**src/urpsc_consts.vh**
```
// Constants for the root port status and control block
`ifndef URPSC_CONSTS_VH
`define URPSC_CONSTS_VH

// Register map
`define URPSC_ADDR_W        8
`define URPSC_ROOT_PORT_OFS 8'h64
`define URPSC_DATA_W        32

// Field positions
`define URPSC_PTC_HI        19
`define URPSC_PTC_LO        16
`define URPSC_PIC_HI        15
`define URPSC_PIC_LO        14
`define URPSC_PO_BIT        13
`define URPSC_PP_BIT        12
`define URPSC_LS_HI         11
`define URPSC_LS_LO         10
`define URPSC_PR_BIT        8
`define URPSC_PORT_SUSPEND_BIT      7
`define URPSC_FPR_BIT       6
`define URPSC_PED_BIT       2
`define URPSC_CSC_BIT       1
`define URPSC_CCS_BIT       0

// Reset value and write masks
`define URPSC_RESET_VAL     32'h00002000
`define URPSC_WR_MASK       32'hffff3efc
`define URPSC_PP_MASK       32'h00001000
`define URPSC_ZERO32        32'h00000000
`define URPSC_PTC_IDLE      4'h0
`define URPSC_PIC_RESET     2'h0

// Power settle time
`define URPSC_SETTLE_MS     20
`define URPSC_CLK_MHZ       200
`define URPSC_SETTLE_W      22
`define URPSC_SETTLE_CYC    22'h3d0900
`define URPSC_CNT_ZERO      22'h000000
`define URPSC_CNT_ONE       22'h000001

`endif

```
**src/urpsc_root_port.v**
```verilog
// Root port status and control register with connect, resume and power tracking
`default_nettype none
`include "urpsc_consts.vh"

// Functional notes
// - Register lives in the aux well; cleared only by power-up or controller reset.
// - After reset the port shows nothing attached and port disabled.
// - With power control present, state writes other than connect change clear ignored until port power set.
// - Fixed bit layout of test, indicator, owner, power, line, reset, suspend, etc.
// - Reset value has ownership bit one, all else zero.
// - Indicator, port reset and connect status read-only; connect change write-one-to-clear; all others read-write.
// - Test control zero means normal; nonzero selects that test mode.
// - Global change flag set on owned-port change or resume on suspended port.
module urpsc_root_port #(
  parameter [`URPSC_SETTLE_W-1:0] SETTLE_CYC = `URPSC_SETTLE_CYC
) (
  // Clock, reset and enable
  input  wire                      clk_in,
  input  wire                      reset_n_in,
  input  wire                      ce_in,

  // Register bus
  input  wire [`URPSC_ADDR_W-1:0]  addr_in,
  input  wire [`URPSC_DATA_W-1:0]  wdata_in,
  input  wire                      wr_in,
  input  wire                      rd_in,

  // Straps and port hardware state
  input  wire                      power_ctl_present_in,
  input  wire                      connect_in,
  input  wire                      port_reset_in,
  input  wire [1:0]                indicator_in,
  input  wire                      resume_detect_in,
  input  wire                      port_change_clear_in,

  // Read data
  output reg  [`URPSC_DATA_W-1:0]  rdata_out,

  // Port control fields
  output wire                      port_power_out,
  output wire                      port_power_stable_out,
  output wire                      port_enabled_out,
  output wire                      port_suspend_out,
  output wire                      force_port_resume_out,
  output wire                      port_ownership_out,
  output wire [1:0]                line_state_out,
  output wire [3:0]                port_test_control_out,
  output wire                      test_mode_active_out,

  // Status flags
  output wire                      connect_change_out,
  output wire                      current_connect_status_out,
  output wire                      global_port_change_flag_out
);

  // Address decode shared by read and write
  function addr_hit;
    input [`URPSC_ADDR_W-1:0] a;
    begin
      addr_hit = (a == `URPSC_ROOT_PORT_OFS);
    end
  endfunction

  // Software-writable bits, reserved bits included
  reg  [`URPSC_DATA_W-1:0]  ctl_q;
  reg  [`URPSC_DATA_W-1:0]  ctl_d;

  // Connect state
  reg                       ccs_q;
  reg                       csc_q;
  reg                       csc_d;

  // Mirrored hardware state
  reg                       pr_q;
  reg  [1:0]                pic_q;

  // Global change flag
  reg                       gpc_q;
  reg                       gpc_d;

  // Test mode flag
  reg                       test_act_q;
  wire                      test_next;

  // Power settle timer
  reg  [`URPSC_SETTLE_W-1:0] settle_cnt_q;
  reg                       stable_q;
  wire                      settle_done;

  // Bus decode and write masking
  wire                      wr_hit;
  wire                      rd_hit;
  wire                      pwr_locked;
  wire [`URPSC_DATA_W-1:0]  wmask;
  wire [`URPSC_DATA_W-1:0]  wr_merge;

  // Hardware event terms
  wire                      connect_toggle;
  wire                      resume_evt;
  wire                      csc_w1c;
  wire                      gpc_set;

  // Read view and write stage
  reg  [`URPSC_DATA_W-1:0]  rd_val;
  reg  [`URPSC_DATA_W-1:0]  ctl_wr;

  // Bus strobes qualified by the decode
  assign wr_hit = wr_in & addr_hit(addr_in);
  assign rd_hit = rd_in & addr_hit(addr_in);

  // With power control present, only the power bit and the connect change write-one-to-clear take effect until power is on
  assign pwr_locked = power_ctl_present_in & ~ctl_q[`URPSC_PP_BIT];

  // Read-only and locked bits keep their stored value
  assign wmask    = pwr_locked ? `URPSC_PP_MASK : `URPSC_WR_MASK;
  assign wr_merge = (ctl_q & ~wmask) | (wdata_in & wmask);

  // Connect status flips when the line differs from the stored view
  assign connect_toggle = connect_in ^ ccs_q;

  // Resume only counts while the port is suspended
  assign resume_evt = resume_detect_in & ctl_q[`URPSC_PORT_SUSPEND_BIT];

  // Writing one to the change bit clears it
  assign csc_w1c = wr_hit & wdata_in[`URPSC_CSC_BIT];

  // Change on a port kept here, or a resume, raises the global flag
  assign gpc_set = (connect_toggle & ~ctl_q[`URPSC_PO_BIT]) | resume_evt;

  // Read view: stored bits with read-only fields laid over them
  always @* begin
    rd_val = ctl_q;
    rd_val[`URPSC_PIC_HI:`URPSC_PIC_LO] = pic_q;
    rd_val[`URPSC_PR_BIT]               = pr_q;
    rd_val[`URPSC_CSC_BIT]              = csc_q;
    rd_val[`URPSC_CCS_BIT]              = ccs_q;
  end

  // Stored bits after a software write
  always @* begin
    ctl_wr = ctl_q;
    if (wr_hit) begin
      ctl_wr = wr_merge;
    end
  end

  // Resume detect forces the resume bit on top of any write
  always @* begin
    ctl_d = ctl_wr;
    if (resume_evt) begin
      ctl_d[`URPSC_FPR_BIT] = 1'b1;
    end
  end

  // Test mode follows the next test control value
  assign test_next = (ctl_d[`URPSC_PTC_HI:`URPSC_PTC_LO] != `URPSC_PTC_IDLE);

  // Next value of connect change, set wins over clear
  always @* begin
    csc_d = csc_q;
    if (csc_w1c) begin
      csc_d = 1'b0;
    end
    if (connect_toggle) begin
      csc_d = 1'b1;
    end
  end

  // Next value of global change flag, set wins over clear
  always @* begin
    gpc_d = gpc_q;
    if (port_change_clear_in) begin
      gpc_d = 1'b0;
    end
    if (gpc_set) begin
      gpc_d = 1'b1;
    end
  end

  // Writable register bits
  always @(posedge clk_in or negedge reset_n_in) begin
    if (!reset_n_in) begin
      ctl_q <= `URPSC_RESET_VAL;
    end else if (ce_in) begin
      ctl_q <= ctl_d;
    end
  end

  // Current connect status follows the line
  always @(posedge clk_in or negedge reset_n_in) begin
    if (!reset_n_in) begin
      ccs_q <= 1'b0;
    end else if (ce_in) begin
      ccs_q <= connect_in;
    end
  end

  // Connect change flag
  always @(posedge clk_in or negedge reset_n_in) begin
    if (!reset_n_in) begin
      csc_q <= 1'b0;
    end else if (ce_in) begin
      csc_q <= csc_d;
    end
  end

  // Port reset mirrors hardware state
  always @(posedge clk_in or negedge reset_n_in) begin
    if (!reset_n_in) begin
      pr_q <= 1'b0;
    end else if (ce_in) begin
      pr_q <= port_reset_in;
    end
  end

  // Indicator mirrors hardware state
  always @(posedge clk_in or negedge reset_n_in) begin
    if (!reset_n_in) begin
      pic_q <= `URPSC_PIC_RESET;
    end else if (ce_in) begin
      pic_q <= indicator_in;
    end
  end

  // Global port change flag
  always @(posedge clk_in or negedge reset_n_in) begin
    if (!reset_n_in) begin
      gpc_q <= 1'b0;
    end else if (ce_in) begin
      gpc_q <= gpc_d;
    end
  end

  // Test mode indication from the next test control value
  always @(posedge clk_in or negedge reset_n_in) begin
    if (!reset_n_in) begin
      test_act_q <= 1'b0;
    end else if (ce_in) begin
      test_act_q <= test_next;
    end
  end

  // Settle count reached
  assign settle_done = (settle_cnt_q >= SETTLE_CYC);

  // Power settle counter restarts whenever power is off
  always @(posedge clk_in or negedge reset_n_in) begin
    if (!reset_n_in) begin
      settle_cnt_q <= `URPSC_CNT_ZERO;
    end else if (ce_in) begin
      if (!ctl_q[`URPSC_PP_BIT]) begin
        settle_cnt_q <= `URPSC_CNT_ZERO;
      end else if (!settle_done) begin
        settle_cnt_q <= settle_cnt_q + `URPSC_CNT_ONE;
      end
    end
  end

  // Power stable once the count has run out
  always @(posedge clk_in or negedge reset_n_in) begin
    if (!reset_n_in) begin
      stable_q <= 1'b0;
    end else if (ce_in) begin
      if (!ctl_q[`URPSC_PP_BIT]) begin
        stable_q <= 1'b0;
      end else if (settle_done) begin
        stable_q <= 1'b1;
      end
    end
  end

  // Read data stands for one cycle after the strobe
  always @(posedge clk_in or negedge reset_n_in) begin
    if (!reset_n_in) begin
      rdata_out <= `URPSC_ZERO32;
    end else if (ce_in) begin
      if (rd_hit) begin
        rdata_out <= rd_val;
      end else begin
        rdata_out <= `URPSC_ZERO32;
      end
    end
  end

  // Power outputs straight from flops
  assign port_power_out              = ctl_q[`URPSC_PP_BIT];
  assign port_power_stable_out       = stable_q;

  // Port state outputs
  assign port_enabled_out            = ctl_q[`URPSC_PED_BIT];
  assign port_suspend_out            = ctl_q[`URPSC_PORT_SUSPEND_BIT];
  assign force_port_resume_out       = ctl_q[`URPSC_FPR_BIT];

  // Ownership and line state outputs
  assign port_ownership_out          = ctl_q[`URPSC_PO_BIT];
  assign line_state_out              = ctl_q[`URPSC_LS_HI:`URPSC_LS_LO];

  // Test outputs
  assign port_test_control_out       = ctl_q[`URPSC_PTC_HI:`URPSC_PTC_LO];
  assign test_mode_active_out        = test_act_q;

  // Connect status outputs
  assign connect_change_out          = csc_q;
  assign current_connect_status_out  = ccs_q;
  assign global_port_change_flag_out = gpc_q;

endmodule

`default_nettype wire

```
**config.mk**
```make
export PLATFORM = sky130hd
export DESIGN_NAME = urpsc_root_port
export DESIGN_NICKNAME = d
export VERILOG_FILES = /design/src/urpsc_root_port.v
export VERILOG_INCLUDE_DIRS = /design/src
export SDC_FILE = /design/constraint.sdc
export NUM_CORES = 1
export LEC_CHECK = 0
export ABC_AREA = 0
export BUFFER_PORTS_ARGS = -buffer_cell sky130_fd_sc_hd__buf_2
export CAP_MARGIN = 20
export CORE_MARGIN = 1
export CORE_UTILIZATION = 35
export DETAILED_ROUTE_END_ITERATION = 16
export SETUP_SLACK_MARGIN = 0.05
export SLEW_MARGIN = 20
export SYNTH_ARGS = -nofsm -noshare
export SYNTH_HDL_FRONTEND = slang
export SYNTH_SLANG_ARGS = --single-unit
```
**constraint.sdc**
```tcl
create_clock -name clk_in -period 2.04 [get_ports clk_in]
set_input_delay 0.204 -clock clk_in [delete_from_list [all_inputs] [get_ports clk_in]]
set_output_delay 0.204 -clock clk_in [all_outputs]
set_load 0.005 [all_outputs]
```
==> summary.md, run 1 <==
| Metric | Value |
|---|---|
| WL per Instance | `14.44 µm` |
| Maximum clock rate | `493.9 MHz` |
| CP Cell Sequence | `or4_4 > o211ai_4 > a221oi_4 > buf_6 > or4_4 > nand3_2` |
| Pin count of the biggest net entering global routing | `39` |
| Slowest CP cell | `or4_4` |
| Final slew viol count | `0` |
| Worst R2R Path Depth | `6` |
| Vias in the first global route | `3207` |
| Top cell type's share of synthesized area | `54.12%` |
| Synth unique cells | `48` |
| Initial antenna violation count | `0` |
| Drt first-iter violations | `121` |
| Clock network fraction of total power | `45.7%` |
| Setup tns final | `0 ns` |
| Gpl congestion | `0.8122` |
| TritonCTS clock tree | `yes` |
| Crit path kind | `reg -> reg` |
| Area added between synthesis and finish | `31.30%` |
| H-tree depth | `3` |
| GRT Residual Overflow | `0` |
| Worst min path class | `in -> reg` |
| RSZ-0062 raised after global routing | `yes` |
| Status | `finished clean` |
| Yosys reg bits | `89` |
| VDD IR max | `0.5272 mV` |
| Psw | `0.8453 mW` |
| Worst-Margin Slew | `0.5093 ns` |
| Post-synthesis instance area | `4069 µm²` |
| Floorplan core area | `11370 µm²` |
| Drt drc | `0` |
| Post-Syn Instances | `399` |
| Gate power share | `5.5%` |
| PortBufs | `95` |
| Worst-path clk slew | `0.07 ns` |
| # setup viols final | `0` |
| GR Layer Usage met1 | `20.86%` |
| Share of layout cells above drive strength 1 | `38.55%` |
| Top cell family by delay on the critical path | `simple AND/OR/NAND/NOR gates` |
| DR vias | `3329` |
| Reg-to-reg startpoint | `settle_cnt_q[10]$_DFFE_PN0P_` |
| Buf/Inv on CP | `1` |
| First drt pass iteration count | `4` |
| Syn Nets | `453` |
| Final Util | `46.99%` |
| Average cell area after synthesis | `10.20 µm²` |
| Worst skew pair latency | `0.34 ns` |
| Max stage delay on crit path | `0.55 ns` |
| HPWL Detailed | `6742 µm` |
| Most frequent cells in the layout | `buf_2, dfrtp_1, nand2_1` |
| Synth area leader | `dfrtp_1` |
| Die Width | `109.8 µm` |
| Clock buffer depth | `2` |
| Hold_sp | `wdata_in[23]` |
| Synth area leaders | `dfrtp_1, mux2_2, nand2_1, o21ai_0, inv_1` |
| Antenna cells | `0` |
| Gr usage total | `16.76%` |
| Number of CTS-inserted buffers | `9` |
| Max-cap violations | `0` |
| CP max FO | `4` |
| Final nets | `573` |
| Int Pwr | `2.845 mW` |
| Clk_skew | `0.008550 ns` |
| Most common cell after layout, fill and taps aside | `buf_2` |
| Fin crit period | `2.025 ns` |
| Placed cell areas | `4895 µm²` |
| Final period utilization | `99.25%` |
| Relative slew margins | `66.05%` |
| Design Area, Final | `5343 µm²` |
| Via density | `4.991` |
| CP most frequent cell | `or4_4` |
| Fin. Hold Viols | `0` |
| CP startpoint kind | `flop` |
| Final ANT Viol Nets | `0` |
| Gr busiest metal | `met2` |
| Critical Path RT | `2.31 ns` |
| Rows | `39` |
| Hold path depth | `2` |
| # IOs | `100` |
| Most used flip-flop cell after synthesis | `dfrtp_1` |
| Initial core utilization | `35.79%` |
| EDFF count, synth | `0` |
| GRT met2 Usage | `28.13%` |
| Reported leakage power | `2.598 nW` |
| PwrDens | `690.7 nW/µm²` |
| Reg-to-Reg End | `settle_cnt_q[15]$_DFFE_PN0P_` |
| Seq/Total Area, Yosys | `54.77%` |
| Met3 Usage GRT | `4.564%` |
| Setup crit end kind | `flop` |
| Ys async rst share | `100.0%` |
| Net Sw Frac | `22.91%` |
| Clock Sinks | `89` |
| Crit path from | `settle_cnt_q[10]$_DFFE_PN0P_` |
| Area of the die | `12060 µm²` |
| First-pass GRT wire length | `15330 µm` |
| Die Ht | `109.8 µm` |
| Seq pwr share | `48.8%` |
| Root buffer cell | `clkbuf_16` |
| Yosys warns | `0` |
| Detailed Route WL | `9629 µm` |
| Crit path DAT | `2.30 ns` |
| Reg-to-reg slack, setup | `0.02 ns` |
-- cell families (layout without fill, tap and decap cells) --
| kind of cell | after synthesis | in the layout | share of synthesized area (%) |
|---|---|---|---|
| xor+xnor | 1 | 1 | 0.2153 |
| flops | 89 | 89 | 54.77 |
| fa+ha+maj | 2 | 2 | 0.6149 |
| buf+inv | 64 | 189 | 6.795 |
| mux | 33 | 33 | 9.102 |
| compound gates | 63 | 63 | 10.09 |
| simple gates | 147 | 147 | 18.42 |
-- layer usage --
layer | up-vias | part of all wire (%) | routed length [µm]
li1 | 1622 | - | -
met1 | 1624 | 44 | 4226
met2 | 71 | 50 | 4818
met3 | 12 | 4.6 | 444
met4 | 0 | 1.5 | 140
met5 | - | 0 | 0
-- cell usage after synthesis (all sizes together) (3+ instances only) --
cell,count
nand4,8
nand3b,4
buf,13
nand2,66
or3,3
clkbuf,11
or4,9
o21ai,37
inv,40
nor4,5
nor2,11
nand3,20
mux2,32
dfrtp,88
and3,7
o221ai,6
a21oi,5
-- how the worst max path moves through the flow --
stage / end / slack (ns) / cells past startpoint
after floorplan: settle_cnt_q[10]$_DFFE_PN0P_ / 0.11 / 8
after global placement: settle_cnt_q[3]$_DFFE_PN0P_ / 0.05 / 6
after detailed placement: settle_cnt_q[6]$_DFFE_PN0P_ / 0.02 / 6
after CTS: settle_cnt_q[6]$_DFFE_PN0P_ / 0.02 / 6
after global routing: settle_cnt_q[15]$_DFFE_PN0P_ / -0.05 / 6
final: settle_cnt_q[15]$_DFFE_PN0P_ / 0.02 / 6
-- worst reg2reg max path: cells and delay by family, from the launching register on --
family / cells / cell delay [ns]
AO/OA/AOI/OAI: 2 / 0.34
flip-flops: 1 / 0.38
buffers and inverters: 1 / 0.15
AND/OR/NAND/NOR: 3 / 1.09
-- through the flow --
step                      hold slack (ns)  total power [mW]  setup slack [ns]  std cells
after CTS                         0.08122             3.738           0.02292        666
after global routing              0.07684             3.837          -0.05305        667
final                             0.09205             3.690           0.01527        667
after detailed placement           0.2192             2.030           0.02224        647
after floorplan                  -0.09159             1.900            0.1092        399
after global placement             0.2119             2.024           0.05014        647
-- power groups by stage --
stage	registers (mW)	logic, mW	clock network, mW
final	1.80	0.203	1.69
after global routing	1.80	0.227	1.81
after CTS	1.80	0.201	1.74
after detailed placement	1.83	0.196	0
after global placement	1.83	0.191	0
after floorplan	1.83	0.0681	0
-- what timing repair did --
| item | in CTS | in global routing |
|---|---|---|
| setup buffers | 2 | 1 |
| pin swaps | 0 | 16 |
| resized for setup | 0 | 23 |
| setup endpoints to repair | 6 | 10 |
| hold buffers | 1 | 0 |
| cloned | 0 | 0 |
| endpoints found under the hold margin | 35 | 0 |
-- area by class of cell --
cell class,count,area (µm²)
inverter,40,150.1
clock buffer,10,229.0
clock inverter,6,72.57
sequential,89,2230
timing repair buffer,133,822.0
fill,1089,6027
multi-input combinational,246,1660
tap,143,178.9
(Power assumes the default switching activity.)
==> run 2, diff against run 1 <==
- PLACE_DENSITY_LB_ADDON: unset -> 0.05
==> summary.md, run 2 (synthesized netlist as in run 1, its figures left out) <==
| Metric | Value |
|---|---|
| # setup viols final | `1 (+1)` |
| Final worst setup slack | `-0.0006777 ns (-0.01595 ns)` |
| Detailed Route WL | `10100 µm (+4.9%)` |
| Antenna cells | `0 (unchanged)` |
| H-tree depth | `3 (unchanged)` |
| Most common cell after layout, fill and taps aside | `buf_2` |
| PortBufs | `95 (unchanged)` |
| Gate power share | `5.4% (about the same)` |
| Final nets | `574 (+0.17%)` |
| Most frequent cells in the layout | `buf_2, dfrtp_1, nand2_1` |
| Net Sw Frac | `21.85% (-1.1 points)` |
| Share of layout cells above drive strength 1 | `38.67% (+0.12 points)` |
| CP max FO | `4 (unchanged)` |
| Clock network fraction of total power | `47.0% (+1.3 points)` |
| Max-cap violations | `0 (unchanged)` |
| Status | `complete, but fails checks` |
| Gpl congestion | `0.7533 (-7.3%)` |
| Worst min path class | `in -> reg` |
| Worst-Margin Slew | `0.5399 ns (+0.03065 ns)` |
| RSZ-0062 raised after global routing | `yes` |
| Initial core utilization | `35.79% (unchanged)` |
| Worst hold margin | `0.08839 ns (-0.003660 ns)` |
| Final ANT Viol Nets | `0 (unchanged)` |
| Drt drc | `0 (unchanged)` |
| Area added between synthesis and finish | `31.73%` |
| Met3 Usage GRT | `4.386% (-0.18 points)` |
| Crit path kind | `reg -> reg` |
| Via density | `4.990 (about the same)` |
| GR Layer Usage met1 | `24.47% (+3.6 points)` |
| Critical Path RT | `2.32 ns (about the same)` |
| Worst skew pair latency | `0.34 ns (about the same)` |
| Vias in the first global route | `3208 (+0.031%)` |
| Root buffer cell | `clkbuf_16` |
| Reg-to-Reg End | `settle_cnt_q[15]$_DFFE_PN0P_` |
| Final period utilization | `100.0% (+0.78 points)` |
| Worst R2R Path Depth | `6 (unchanged)` |
| GRT met2 Usage | `26.83% (-1.3 points)` |
| Reg-to-reg startpoint | `settle_cnt_q[8]$_DFFE_PN0P_` |
| Clock Sinks | `89 (unchanged)` |
| Die Ht | `109.8 µm (unchanged)` |
| Area of the die | `12060 µm² (unchanged)` |
| Psw | `0.8263 mW (-2.3%)` |
| Relative slew margins | `64.00% (-2.0 points)` |
| Int Pwr | `2.955 mW (+3.9%)` |
| Reg-to-reg slack, setup | `-0.0007 ns (-0.02 ns)` |
| TritonCTS clock tree | `yes` |
| Reported leakage power | `2.612 nW (+0.51%)` |
| Rows | `39 (unchanged)` |
| Gr usage total | `17.95% (+1.2 points)` |
| Floorplan core area | `11370 µm² (unchanged)` |
| Pin count of the biggest net entering global routing | `37 (-5.1%)` |
| Crit path DAT | `2.32 ns (+0.02 ns)` |
| Gr busiest metal | `met2` |
| Setup crit end kind | `flop` |
| Final slew viol count | `0 (unchanged)` |
| Die Width | `109.8 µm (unchanged)` |
| VDD IR max | `0.4188 mV (-21%)` |
| Fillers | `1120 (+2.8%)` |
| Initial antenna violation count | `0 (unchanged)` |
| CP endpoint | `settle_cnt_q[15]$_DFFE_PN0P_` |
| WL per Instance | `15.12 µm (+4.7%)` |
| Failing checks | `setup timing` |
| PwrDens | `705.4 nW/µm² (+2.1%)` |
| First drt pass iteration count | `4 (unchanged)` |
| DP Worst Slack | `0.002619 ns (-0.01962 ns)` |
| Seq pwr share | `47.6% (-1.2 points)` |
| # IOs | `100 (unchanged)` |
| Maximum clock rate | `490.0 MHz (-0.78%)` |
| DR vias | `3333 (+0.12%)` |
| Worst-path clk slew | `0.06 ns (about the same)` |
| Drt first-iter violations | `107 (-12%)` |
| Clk_skew | `0.003261 ns (-0.005290 ns)` |
| Hold path depth | `2 (unchanged)` |
| CP startpoint kind | `flop` |
| GRT Residual Overflow | `0 (unchanged)` |
| HPWL Detailed | `6752 µm (+0.15%)` |
| Fin crit period | `2.041 ns (+0.01595 ns)` |
| Number of CTS-inserted buffers | `9 (unchanged)` |
| First-pass GRT wire length | `16330 µm (+6.5%)` |
| Crit path from | `settle_cnt_q[8]$_DFFE_PN0P_` |
| Fin. Hold Viols | `0 (unchanged)` |
| Clock buffer depth | `2 (unchanged)` |
[run 2: cell types whose count changed in the layout (fill, tap and decap cells not counted), sizes merged]
cell,previous run,this run
clkinv,1,2
clkbuf,10,11
bufinv,1,2
buf,132,133
clkinvlp,1,0
inv,43,41
[run 2: per-layer routing]
| metal | share of wire [%] | vias to the layer above |
|---|---|---|
| met5 | 0 | - |
| met4 | 1.7 | 0 |
| met3 | 5.0 | 13 |
| met2 | 47 | 76 |
| met1 | 46 | 1629 |
| li1 | - | 1615 |
[run 2: timing repair]
action,4_1_cts,5_1_grt
endpoints found under the hold margin,33,0
resized for setup,1,23
setup buffers,2,5
endpoints found under the setup margin,6,11
hold buffers,1,0
pin swaps,0,19
[run 2: critical path, cell delays in order, from the launching register on]
cell and delay, ns:
dfrtp_1 0.39, or4_4 0.55, o211ai_4 0.24, a221oi_4 0.12
buf_6 0.14, or4_4 0.47, nand3_2 0.07
[run 2: cell type report]
type | count | area [µm²] | area share, %
clock buffers | 11 | 232.7 | 4.342
clock inverters | 5 | 78.83 | 1.471
inverters | 40 | 150.1 | 2.801
multi-input cells | 246 | 1669 | 31.14
flip-flops and latches | 89 | 2228 | 41.57
well taps | 143 | 178.9 | 3.338
repair buffers | 134 | 822.0 | 15.34
[run 2: worst min-delay path by stage]
stage | slack (ns) | to | start
2_1_floorplan | -0.09 | async pin | reset_n_in
6_report | 0.09 | flop | wdata_in[7]
3_3_place_gp | 0.22 | settle_cnt_q[7]$_DFFE_PN0P_ | reset_n_in
4_1_cts | 0.07 | flop | wdata_in[7]
5_1_grt | 0.08 | flop | wdata_in[11]
3_5_place_dp | 0.22 | settle_cnt_q[16]$_DFFE_PN0P_ | reset_n_in
[run 2: power by group through the flow]
stage,clock network [mW],logic (mW),registers (mW)
final,1.78,0.204,1.80
after global routing,1.89,0.232,1.80
after CTS,1.83,0.199,1.80
after detailed placement,0,0.196,1.83
after global placement,0,0.192,1.83
after floorplan,0,0.0681,1.83
[run 2: through the flow]
stage,setup TNS (ns),power (mW),util [%],instance area [µm²],cells
after floorplan,0,1.900,-,4069,399
after global placement,0,2.025,42.85,4872,644
after detailed placement,0,2.030,42.85,4872,644
after CTS,-0.003728,3.832,45.87,5215,663
after global routing,-0.07922,3.930,47.14,5360,668
final,-0.0006777,3.781,47.14,5360,668
==> run 3, diff against run 2 <==
- CAP_MARGIN: 20 -> 40
- CORE_UTILIZATION: 35 -> 40
==> summary.md, run 3 (synthesized netlist as in run 1, its figures left out) <==
| Metric | Value |
|---|---|
| Via density | `5.027 (+0.76%)` |
| Floorplan core area | `9819 µm² (-14%)` |
| Crit path from | `settle_cnt_q[12]$_DFFE_PN0P_` |
| Number of CTS-inserted buffers | `9 (unchanged)` |
| Met2 WL | `4501 µm (-5.7%)` |
| First-pass GRT wire length | `15130 µm (-7.3%)` |
| WL per Instance | `14.47 µm (-4.3%)` |
| Drt drc | `0 (unchanged)` |
| Drt first-iter violations | `55 (-49%)` |
| CP Cell Sequence | `or4_4 > o211ai_4 > a221oi_4 > buf_6 > or4_4 > nand3_2` |
| Initial antenna violation count | `0 (unchanged)` |
| PwrDens | `637.1 nW/µm² (-9.7%)` |
| # setup viols final | `0 (-1)` |
| Fin. Hold Viols | `0 (unchanged)` |
| DR vias | `3313 (-0.60%)` |
| Die Width | `102.9 µm (-6.3%)` |
| Pin count of the biggest net entering global routing | `60 (+62%)` |
| HPWL Detailed | `6509 µm (-3.6%)` |
| # IOs | `100 (unchanged)` |
| Most frequent cells in the layout | `buf_2, dfrtp_1, nand2_1` |
| Setup crit end kind | `flop` |
| Final period utilization | `97.33% (-2.7 points)` |
| Met1 wire length | `4448 µm (-4.4%)` |
| PortBufs | `95 (unchanged)` |
| Area of the die | `10580 µm² (-12%)` |
| Clk_skew | `0.005681 ns (+0.002420 ns)` |
| H-tree depth | `3 (unchanged)` |
| TritonCTS clock tree | `yes` |
| Area added between synthesis and finish | `29.21%` |
| Die Ht | `102.9 µm (-6.3%)` |
| CP most frequent cell | `or4_4` |
| Worst min path class | `in -> reg` |
| Worst skew pair latency | `0.35 ns (about the same)` |
| Max stage delay on crit path | `0.56 ns (about the same)` |
| RSZ-0062 raised after global routing | `yes` |
| Crit path DAT | `2.28 ns (-0.04 ns)` |
| First drt pass iteration count | `4 (unchanged)` |
| Initial core utilization | `41.44% (+5.6 points)` |
| Critical Path RT | `2.33 ns (about the same)` |
| Met3 routed WL | `486 µm (-4.3%)` |
| Hold_sp | `wdata_in[22]` |
| Top cell family by delay on the critical path | `simple AND/OR/NAND/NOR gates` |
| Clock Sinks | `89 (unchanged)` |
| Most common cell after layout, fill and taps aside | `buf_2` |
| Worst-path clk slew | `0.09 ns (+0.03 ns)` |
| Maximum clock rate | `503.6 MHz (+2.8%)` |
| Gr usage total | `18.91% (+0.96 points)` |
| CP startpoint kind | `flop` |
| CP max FO | `8 (+4)` |
| Final ANT Viol Nets | `0 (unchanged)` |
| Detailed Route WL | `9535 µm (-5.6%)` |
| Buf/Inv on CP | `1 (unchanged)` |
| Reported leakage power | `2.545 nW (-2.6%)` |
| Relative slew margins | `66.11% (+2.1 points)` |
| Share of layout cells above drive strength 1 | `38.40% (-0.26 points)` |
| Crit path kind | `reg -> reg` |
| Slowest CP cell | `or4_4` |
| Reg-to-reg startpoint | `settle_cnt_q[12]$_DFFE_PN0P_` |
| Clock buffer depth | `2 (unchanged)` |
| Final nets | `575 (+0.17%)` |
| Final Util | `53.54% (+6.4 points)` |
| Root buffer cell | `clkbuf_8` |
| Worst-Margin Slew | `0.5078 ns (-0.03208 ns)` |
| Gpl congestion | `0.7813 (+3.7%)` |
| Fillers | `942 (-16%)` |
| Fin crit period | `1.986 ns (-0.05505 ns)` |
| Antenna cells | `0 (unchanged)` |
| GRT Residual Overflow | `0 (unchanged)` |
| Setup tns final | `0 ns (+0.0006777 ns)` |
| Rows | `36 (-7.7%)` |
| Vias in the first global route | `3094 (-3.6%)` |
| Status | `finished clean` |
| Final slew viol count | `0 (unchanged)` |
| DR top layer | `met4` |
| Max-cap violations | `0 (unchanged)` |
| VDD IR max | `0.3934 mV (-6.1%)` |
## run 3: cell count changes in the layout (fill, tap and decap cells not counted), moves of 2 or more
cell and delta:
dfrtp_2 +2, dfrtp_1 -2, clkbuf_16 -9, clkinv_2 -2, or4_1 +2, nand3_2 -2
clkbuf_8 +10, or4_4 -2, nand3_1 +2
## run 3: area by class of cell
class	instances	area [µm²]	share of cell area, %
Multi-Input combinational cell	246	1655	31.49
Timing Repair Buffer	135	833.3	15.85
Sequential cell	89	2231	42.43
Tap cell	133	166.4	3.165
Clock buffer	12	145.1	2.761
Clock inverter	4	76.32	1.452
Inverter	40	150.1	2.856
## run 3: where the power goes
| group | internal, mW | leakage, nW | switching, mW | total, mW |
|---|---|---|---|---|
| Combinational | 0.0911 | 1.22 | 0.108 | 0.199 |
| Sequential | 1.78 | 1.22 | 0.0151 | 1.80 |
| Clock | 0.727 | 0.107 | 0.624 | 1.35 |
| Total | 2.60 | 2.54 | 0.747 | 3.35 |
## run 3: through the flow
stage / instances / instance area (µm²) / setup WS [ns] / total power [mW] / hold slack (ns)
2_1_floorplan: 399 / 4069 / 0.1092 / 1.900 / -0.09159
3_3_place_gp: 638 / 4890 / 0.03731 / 2.022 / 0.1812
5_1_grt: 659 / 5258 / 0.008827 / 3.497 / 0.05006
4_1_cts: 657 / 5190 / 0.01211 / 3.390 / 0.06124
6_report: 659 / 5258 / 0.05437 / 3.350 / 0.07522
3_5_place_dp: 638 / 4890 / 0.005261 / 2.027 / 0.1852
## run 3: timing repair
action	CTS	global route
hold buffers	1	0
hold endpoints to repair	30	0
endpoints found under the setup margin	8	16
setup buffers	2	2
gates cloned	0	0
resized for setup	9	13
pin swaps	16	9
## run 3: final timing paths
kind                                                      to  slack, ns  depth (start not counted)
worst min-delay path                                    flop       0.08                          2
worst min register to register     rdata_out[25]$_DFFE_PN0P_       0.48                          2
min in group asynchronous       settle_cnt_q[11]$_DFFE_PN0P_       0.33                          2
worst max-delay path            settle_cnt_q[15]$_DFFE_PN0P_       0.05                          6
worst max register to register  settle_cnt_q[15]$_DFFE_PN0P_       0.05                          6
max in group asynchronous                          async pin       0.99                          3
## run 3: per-layer routing
metal  vias to the layer above  global-route usage, %
met4                         0                  6.176
li1                       1628                      -
met3                         9                  5.220
met1                      1607                  25.49
met5                         -                      0
met2                        69                  29.59
